**config.mk**
```make
export PLATFORM = sky130hd
export DESIGN_NAME = exception_interrupt_control
export DESIGN_NICKNAME = d
export VERILOG_FILES = /design/src/hw/exc_pkg.sv /design/src/hw/exception_interrupt_control.sv
export VERILOG_INCLUDE_DIRS = /design/src /design/src/hw
export SDC_FILE = /design/constraint.sdc
export NUM_CORES = 1
export LEC_CHECK = 0
export ABC_CLOCK_PERIOD_IN_PS = 4800
export BUFFER_PORTS_ARGS = -buffer_cell sky130_fd_sc_hd__buf_4
export CAP_MARGIN = 10
export CORE_MARGIN = 1.5
export CORE_UTILIZATION = 35
export DETAILED_ROUTE_END_ITERATION = 8
export PLACE_DENSITY = 0.58
export SLEW_MARGIN = 15
export SYNTH_ARGS = -nofsm -noshare
export SYNTH_HDL_FRONTEND = slang
export SYNTH_SLANG_ARGS = --single-unit
```
**constraint.sdc**
```tcl
create_clock -name clk_i -period 4.8 [get_ports clk_i]
set_input_delay 0.48 -clock clk_i [delete_from_list [all_inputs] [get_ports clk_i]]
set_output_delay 0.48 -clock clk_i [all_outputs]
set_load 0.05 [all_outputs]
```
**src/hw/exc_map.svh**
```systemverilog
// Offsets, field positions, reset values and vector numbers of the exception control block
// What this block does
// - Precise events are reported at the first uncompleted instruction boundary.
// - Return pointer to the reported boundary is saved automatically.
// - Imprecise events may hit any uncompleted instruction; program not restartable.
// - Reporting before the causer leaves no partial state from it.
// - Reporting after the causer keeps its state updates, task switch included.
// - Hardware task switching is off in long mode.
// - Faults discard instruction state and save pointer to the faulting instruction.
// - Traps complete the instruction and save pointer to the next one.
// - Aborts are imprecise and give no reliable restart point.
// - Maskable interrupts are taken only with enable flag 1, else held pending.
// - NMI ignores enable flag and blocks further NMI until return or task update.
// - Exception inside a return keeps NMI blocked until handler's own return.
// - After stack selector load, interrupts and debug wait one more instruction.
// - Combined stack pointer load inhibits interrupts until both parts are loaded.
// - Unmasked x87 exceptions raise vector 16.
// - Unmasked SIMD exceptions raise vector 19; masked ones get default handling.
// - Privileged software disables alignment, not-available and machine-check conditions.
// - Vector number indexes the descriptor table in every mode.
// - Only the return pointer is saved on handler entry.
// - Up to 256 vectors; lowest 32 reserved for predefined conditions.
`ifndef EXC_MAP_SVH
`define EXC_MAP_SVH
`define A_CTRL     8'h00
`define A_FPMASK   8'h04
`define A_TBASE    8'h08
`define A_SAVEDIP  8'h0c
`define A_STATUS   8'h10
`define C_IE       0
`define C_LONG     1
`define C_AC_DIS   2
`define C_NM_DIS   3
`define C_MC_DIS   4
`define F_SIMD_LO  8
`define CTRL_RST   5'h00
`define FPMASK_RST 14'h3f3f
`define V_DEBUG    8'h01
`define V_NMI      8'h02
`define V_NM       8'h07
`define V_MF       8'h10
`define V_AC       8'h11
`define V_MC       8'h12
`define V_XF       8'h13
`define V_NUM      256
`define V_RSVD     32
`define ENTRY_SH   4
`endif

```
**src/hw/exc_pkg.sv**
```systemverilog
// Types of the exception control block
package exc_pkg;
	typedef enum logic [1:0] {
		K_FAULT = 2'b00,
		K_TRAP  = 2'b01,
		K_ABORT = 2'b10,
		K_INTR  = 2'b11
	} exc_kind_t;
endpackage : exc_pkg

```
**src/hw/exception_interrupt_control.sv**
```systemverilog
// Exception and interrupt delivery control with Wishbone register access
`timescale 1ns/1ps
`default_nettype none
`include "exc_map.svh"
module exception_interrupt_control #(
	parameter int AW = 32
) (
	input  wire logic               clk_i,
	input  wire logic               rst_i,
	input  wire logic               wb_cyc_i,
	input  wire logic               wb_stb_i,
	input  wire logic               wb_we_i,
	input  wire logic [7:0]         wb_adr_i,
	input  wire logic [3:0]         wb_sel_i,
	input  wire logic [31:0]        wb_dat_i,
	output logic      [31:0]        wb_dat_o,
	output logic                    wb_ack_o,
	input  wire logic               irq_pin_i,
	input  wire logic [7:0]         irq_vec_i,
	input  wire logic               nmi_pin_i,
	output logic                    irq_ack_o,
	input  wire logic [1:0]         current_privilege_level_i,
	input  wire logic               boundary_i,
	input  wire logic [AW-1:0]      cur_ip_i,
	input  wire logic [AW-1:0]      next_ip_i,
	input  wire logic               exc_valid_i,
	input  wire logic [7:0]         exc_vec_i,
	input  wire exc_pkg::exc_kind_t exc_kind_i,
	input  wire logic               dbg_trap_i,
	input  wire logic               stack_selector_move_i,
	input  wire logic               combined_stack_pointer_load_i,
	input  wire logic               handler_return_done_i,
	input  wire logic               task_state_update_done_i,
	input  wire logic               x87_op_i,
	input  wire logic [5:0]         x87_status_word_i,
	input  wire logic               simd_op_i,
	input  wire logic [5:0]         simd_flags_i,
	input  wire logic               align_cond_i,
	input  wire logic               fpu_absent_cond_i,
	input  wire logic               mcheck_cond_i,
	output logic                    take_o,
	output logic [7:0]              vec_o,
	output exc_pkg::exc_kind_t      kind_o,
	output logic [AW-1:0]           saved_instruction_pointer_o,
	output logic [AW-1:0]           desc_addr_o,
	output logic                    discard_o,
	output logic                    restartable_o,
	output logic                    simd_default_fix_o,
	output logic                    task_switch_en_o,
	output logic                    interrupt_enable_flag_o
);
	import exc_pkg::*;

	logic [1:0]    irq_s_q;
	logic [1:0]    nmi_s_q;
	logic [7:0]    vec_s1_q;
	logic [7:0]    vec_s2_q;
	logic          nmi_prev_q;
	logic          nmi_pend_q;
	logic          nmi_blk_q;
	logic          inhibit_q;
	logic          dbg_pend_q;
	logic [4:0]    ctrl_q;
	logic [13:0]   fpmask_q;
	logic [AW-1:0] tbase_q;
	logic          take_q;
	logic [7:0]    vec_q;
	exc_kind_t     kind_q;
	logic [AW-1:0] sip_q;
	logic          discard_q;
	logic          restart_q;
	logic          fix_q;
	logic          ack_q;
	logic [31:0]   rdat_q;
	logic          inh;
	logic          sel_v;
	logic [7:0]    sel_vec;
	exc_kind_t     sel_kind;
	logic          sel_nmi;
	logic          sel_intr;
	logic          sel_dbg;
	logic [5:0]    x87_live;
	logic [5:0]    simd_live;
	logic          wr;
	logic          rd;

	// Pin side synchronisers
	always_ff @(posedge clk_i) begin
		if (rst_i) begin
			irq_s_q  <= 2'h0;
			nmi_s_q  <= 2'h0;
			vec_s1_q <= 8'h00;
			vec_s2_q <= 8'h00;
		end else begin
			irq_s_q  <= {irq_s_q[0], irq_pin_i};
			nmi_s_q  <= {nmi_s_q[0], nmi_pin_i};
			vec_s1_q <= irq_vec_i;
			vec_s2_q <= vec_s1_q;
		end
	end

	assign inh = inhibit_q | combined_stack_pointer_load_i;
	assign x87_live  = x87_status_word_i & ~fpmask_q[5:0];
	assign simd_live = simd_flags_i & ~fpmask_q[`F_SIMD_LO +: 6];

	// Event selection at an instruction boundary, highest first
	always_comb begin
		sel_v    = 1'b0;
		sel_vec  = 8'h00;
		sel_kind = K_FAULT;
		sel_nmi  = 1'b0;
		sel_intr = 1'b0;
		sel_dbg  = 1'b0;
		if (boundary_i) begin
			if (mcheck_cond_i && !ctrl_q[`C_MC_DIS]) begin
				sel_v    = 1'b1;
				sel_vec  = `V_MC;
				sel_kind = K_ABORT;
			end else if (exc_valid_i) begin
				sel_v    = 1'b1;
				sel_vec  = exc_vec_i;
				sel_kind = exc_kind_i;
			end else if (fpu_absent_cond_i && !ctrl_q[`C_NM_DIS]) begin
				sel_v    = 1'b1;
				sel_vec  = `V_NM;
			end else if (align_cond_i && !ctrl_q[`C_AC_DIS]) begin
				sel_v    = 1'b1;
				sel_vec  = `V_AC;
			end else if (x87_op_i && |x87_live) begin
				sel_v    = 1'b1;
				sel_vec  = `V_MF;
			end else if (simd_op_i && |simd_live) begin
				sel_v    = 1'b1;
				sel_vec  = `V_XF;
			end else if ((dbg_trap_i || dbg_pend_q) && !inh) begin
				sel_v    = 1'b1;
				sel_vec  = `V_DEBUG;
				sel_kind = K_TRAP;
				sel_dbg  = 1'b1;
			end else if (nmi_pend_q && !nmi_blk_q && !inh) begin
				sel_v    = 1'b1;
				sel_vec  = `V_NMI;
				sel_kind = K_INTR;
				sel_nmi  = 1'b1;
			end else if (irq_s_q[1] && ctrl_q[`C_IE] && !inh) begin
				sel_v    = 1'b1;
				sel_vec  = vec_s2_q;
				sel_kind = K_INTR;
				sel_intr = 1'b1;
			end
		end
	end

	// NMI edge capture and nesting block
	always_ff @(posedge clk_i) begin
		if (rst_i) begin
			nmi_prev_q <= 1'b0;
			nmi_pend_q <= 1'b0;
			nmi_blk_q  <= 1'b0;
		end else begin
			nmi_prev_q <= nmi_s_q[1];
			if (nmi_s_q[1] && !nmi_prev_q)
				nmi_pend_q <= 1'b1;
			else if (sel_nmi)
				nmi_pend_q <= 1'b0;
			// Set wins over a release in the same cycle
			if (sel_nmi)
				nmi_blk_q <= 1'b1;
			else if (handler_return_done_i || task_state_update_done_i)
				nmi_blk_q <= 1'b0;
		end
	end

	// Stack switch inhibit and deferred debug trap
	always_ff @(posedge clk_i) begin
		if (rst_i) begin
			inhibit_q  <= 1'b0;
			dbg_pend_q <= 1'b0;
		end else begin
			if (boundary_i)
				inhibit_q <= stack_selector_move_i;
			if (dbg_trap_i && !sel_dbg)
				dbg_pend_q <= 1'b1;
			else if (sel_dbg)
				dbg_pend_q <= 1'b0;
		end
	end

	// Delivery outputs
	always_ff @(posedge clk_i) begin
		if (rst_i) begin
			take_q    <= 1'b0;
			vec_q     <= 8'h00;
			kind_q    <= K_FAULT;
			sip_q     <= '0;
			discard_q <= 1'b0;
			restart_q <= 1'b0;
			fix_q     <= 1'b0;
			irq_ack_o <= 1'b0;
		end else begin
			take_q    <= sel_v;
			irq_ack_o <= sel_intr;
			fix_q     <= boundary_i && simd_op_i && |simd_flags_i && !(|simd_live);
			if (sel_v) begin
				vec_q     <= sel_vec;
				kind_q    <= sel_kind;
				// Fault or abort points at the causer, others past it
				sip_q     <= (sel_kind == K_FAULT || sel_kind == K_ABORT) ? cur_ip_i : next_ip_i;
				discard_q <= (sel_kind == K_FAULT) || (sel_kind == K_ABORT);
				restart_q <= (sel_kind != K_ABORT);
			end
		end
	end

	assign take_o                      = take_q;
	assign vec_o                       = vec_q;
	assign kind_o                      = kind_q;
	assign saved_instruction_pointer_o = sip_q;
	assign desc_addr_o                 = tbase_q + AW'({vec_q, `ENTRY_SH'(0)});
	assign discard_o                   = discard_q;
	assign restartable_o               = restart_q;
	assign simd_default_fix_o          = fix_q;
	assign task_switch_en_o            = !ctrl_q[`C_LONG];
	assign interrupt_enable_flag_o     = ctrl_q[`C_IE];

	// Wishbone slave, one wait state
	assign wr = wb_cyc_i && wb_stb_i && wb_we_i && !ack_q;
	assign rd = wb_cyc_i && wb_stb_i && !wb_we_i && !ack_q;

	always_ff @(posedge clk_i) begin
		if (rst_i) begin
			ctrl_q   <= `CTRL_RST;
			fpmask_q <= `FPMASK_RST;
			tbase_q  <= '0;
		end else if (wr && wb_sel_i[0]) begin
			unique case (wb_adr_i)
				`A_CTRL: begin
					ctrl_q[`C_IE]   <= wb_dat_i[`C_IE];
					ctrl_q[`C_LONG] <= wb_dat_i[`C_LONG];
					if (current_privilege_level_i == 2'h0)
						ctrl_q[4:2] <= wb_dat_i[4:2];
				end
				`A_FPMASK: fpmask_q[5:0] <= wb_dat_i[5:0];
				`A_TBASE: tbase_q[7:0] <= wb_dat_i[7:0];
				default: ;
			endcase
		end
		if (!rst_i && wr && wb_sel_i[1]) begin
			if (wb_adr_i == `A_FPMASK)
				fpmask_q[13:8] <= wb_dat_i[13:8];
			if (wb_adr_i == `A_TBASE)
				tbase_q[15:8] <= wb_dat_i[15:8];
		end
		if (!rst_i && wr && wb_adr_i == `A_TBASE && AW > 16) begin
			if (wb_sel_i[2])
				tbase_q[23:16] <= wb_dat_i[23:16];
			if (wb_sel_i[3])
				tbase_q[AW-1:24] <= wb_dat_i[AW-1:24];
		end
	end

	always_ff @(posedge clk_i) begin
		if (rst_i) begin
			ack_q  <= 1'b0;
			rdat_q <= 32'h0;
		end else begin
			ack_q <= wb_cyc_i && wb_stb_i && !ack_q;
			if (rd) begin
				unique case (wb_adr_i)
					`A_CTRL:    rdat_q <= {27'h0, ctrl_q};
					`A_FPMASK:  rdat_q <= {18'h0, fpmask_q};
					`A_TBASE:   rdat_q <= 32'(tbase_q);
					`A_SAVEDIP: rdat_q <= 32'(sip_q);
					`A_STATUS:  rdat_q <= {20'h0, inhibit_q, restart_q, irq_s_q[1], nmi_blk_q, vec_q};
					default:    rdat_q <= 32'h0;
				endcase
			end
		end
	end

	assign wb_ack_o = ack_q;
	assign wb_dat_o = rdat_q;
endmodule : exception_interrupt_control
`default_nettype wire

```
==> metrics <==
status=complete, no violations; max_cap viols=0; Critical Path Start Type=register; Final Cell Area=10,020 sq um; routed len/inst=roughly 20 um; Worst Hold Class=in -> reg; crit end category=output port; Slew HR=29.56%; final wirelength=approximately 27,000 um; synthesized area=between 7000 and 8000 sq um; clk slew on worst S/H paths=60 ps; Worst-Skew Late Latency=between 400 and 500 ps; Worst Skew=about 11 ps; Slew Limit Fails=0; final worst-path cycle share=between 70% and 80%; Synth Flop Type=dfxtp_1; largest net degree at the start of global routing=56; power density cells=between 300 and 400 nW/um^2; drt drc=0; ANT nets after route=0; commonest cells in the netlist=154 x dfxtp_1, 79 x nand2_1, 79 x o21ai_0; Synth area leader=dfxtp_1; Post-CTS Setup Bufs=0; worst r2r dst=restartable_o; worst vdd ir=roughly 240 uV; RR Startpoint=fpmask_q[0]; routed vias=between 7,000 and 8,000; fin cells=1,348; Synth Instances=slightly above 800; final setup violation count=0; crit path capture=desc_addr_o[31]; TritonCTS clock tree=built; Max Freq=about 270 MHz; Num Clock Sinks=154; Yosys warnings=0; post-synthesis net count=995; die width=146.4 um; DP Area=about 9400 sq um; ANT cells=0; data required time of the worst path=between 4000 and 5000 ps; aggregate global-route resource usage=about 25%; Worst R2R Path Depth=7; CTS hold repair buffers=0; htree depth=4; ratio of cells with drive above 1 in the final layout=about a third; Slew @ Worst Pin=about 1100 ps; Post-synth ARST share=0%; I/O pin cnt=273; die height=146.4 um; #FFs+latches synth=~150; floorplan row count=52; min Tclk post-route=3647 ps; placed cells=between 1,000 and 1,500; Core ar.=between 20,000 and 25,000 sq um; CTS max path bufs=2; global-route wire length before repair=39,960 um; Area Growth Syn to Fin=39.19%; Lkg Pwr=4.257 nW; total gr overflow=0; filler instances=~2,000; dpl hpwl=roughly 20,000 um; Final nets=1,233; initial antenna violation count=0; die area=roughly 21,000 sq um; Design Power=approximately 3.2 mW; top-count cell post-synth=dfxtp_1; setup slack, reg-to-reg=2070 ps; I/O Buffers=272; drt first pass iters=6; critical path class=reg -> out; Initial Util=between 30% and 40%; final hold vios=0; Setup TNS=0 ps; Via-to-Cell Ratio=between 5 and 6; Post-synth EDFFs=0; sequential fraction of the synthesis area=between 40 and 50%; RD Place Congestion=about 0.9; Root Buffer=clkbuf_16; Area contributors post-synth=dfxtp_1 43%, o21ai_0 5.5%, nand3_1 4.7%; area of the multi-input gates=between 3000 and 4000 sq um; PostCTS Resize Cnt=0; Syn Area/Cell=slightly below 9 sq um; initial DRC count=about 540; Synth top area share=~43%; vias in the first global route=~6,700; RSZ-0062 raised after global routing=false; Arrival @ worst endpoint=about 3200 ps; worst setup path startpoint=vec_o[6]; Netlist cell types=63; area occupied by registers=slightly above 3000 sq um; Num CTS Buffers=17; worst-path maximum fanout=5
[registers in the layout, indices dropped and copies added (netlist names), 2 cells and up]
| name | flops |
|---|---|
| saved_instruction_pointer_o | 32 |
| tbase_q | 32 |
| wb_dat_o | 32 |
| fpmask_q | 12 |
| vec_o | 8 |
| vec_s1_q | 8 |
| vec_s2_q | 8 |
| ctrl_q | 5 |
| irq_s_q | 2 |
| kind_o | 2 |
| nmi_s_q | 2 |
[where the power goes]
part	leakage [nW]	internal (mW)	switching (mW)
registers	1.26	1.32	0.0434
clock network	0.301	0.873	0.554
logic	2.70	0.173	0.272
total	4.26	2.36	0.869
[layout make-up]
cell class	instances	area share (%)
clock buffer	18	4.281
multi-input combinational	593	37.91
timing repair buffer	282	21.12
inverter	17	0.6365
tap	270	3.370
sequential	154	30.75
clock inverter	14	1.935
[cell usage in the layout, fill, tap and decap left out, types with 11 or more instances in the layout]
cell type and n:
nand2_1 78, a31oi_1 36, nor2b_1 41, a22oi_1 23, clkbuf_16 17, nand3_1 67, mux2_2 17, nor2_1 43
inv_1 16, o21ai_0 79, buf_4 282, xnor2_1 22, a22o_1 11, a2bb2oi_1 19, a21oi_1 22, dfxtp_1 154
[metrics by stage]
stage | setup slack [ps] | hold WS (ps) | utilization, %
6_report | 1153 | 264.3 | 49.54
5_1_grt | 978.9 | 251.7 | 49.54
4_1_cts | 1113 | 247.5 | 49.52
3_5_place_dp | 1577 | 420.4 | 46.44
3_3_place_gp | 1607 | 417.6 | 46.44
2_1_floorplan | 1230 | 413.8 | -
[metal layers]
metal	routed length, um	GRT usage (%)	vias up	share of wire [%]
li1	-	-	3501	-
met1	12340	34.02	3373	46
met2	11940	37.04	291	44
met3	2085	5.594	41	7.7
met4	721	9.091	0	2.7
met5	0	0	-	0
[cell families (layout without fill, tap and decap cells)]
logic type               count (synthesis)  in the layout  share of synthesized area (%)
multiplexers                            28             28                          4.204
XOR/XNOR                                26             26                          3.162
flip-flops                             154            154                          42.81
buffers and inverters                   80            331                          4.534
AND/OR/NAND/NOR                        283            283                          19.96
adder cells (fa/ha/maj)                  9              9                          1.668
AO/OA/AOI/OAI                          247            247                          23.66
[worst max-delay path: stages (launching register included)]
cell	delay, ps
dfxtp_1	350
ha_1	380
o21a_1	140
o21ai_0	90
a21o_1	230
a2111oi_1	940
nand4_1	210
xnor2_1	190
buf_4	220
[worst min path at each step]
stage	depth (start not counted)	from	slack, ps	to
final	3	wb_dat_i[8]	260	tbase_q[8]
after global routing	2	wb_dat_i[28]	250	tbase_q[28]
after CTS	3	wb_dat_i[8]	250	tbase_q[8]
after detailed placement	1	vec_s1_q[5]	420	vec_s2_q[5]
after global placement	1	vec_s1_q[6]	420	vec_s2_q[6]
after floorplan	1	irq_s_q[0]	410	irq_s_q[1]
Note: power is estimated with default switching activity, not from simulation.
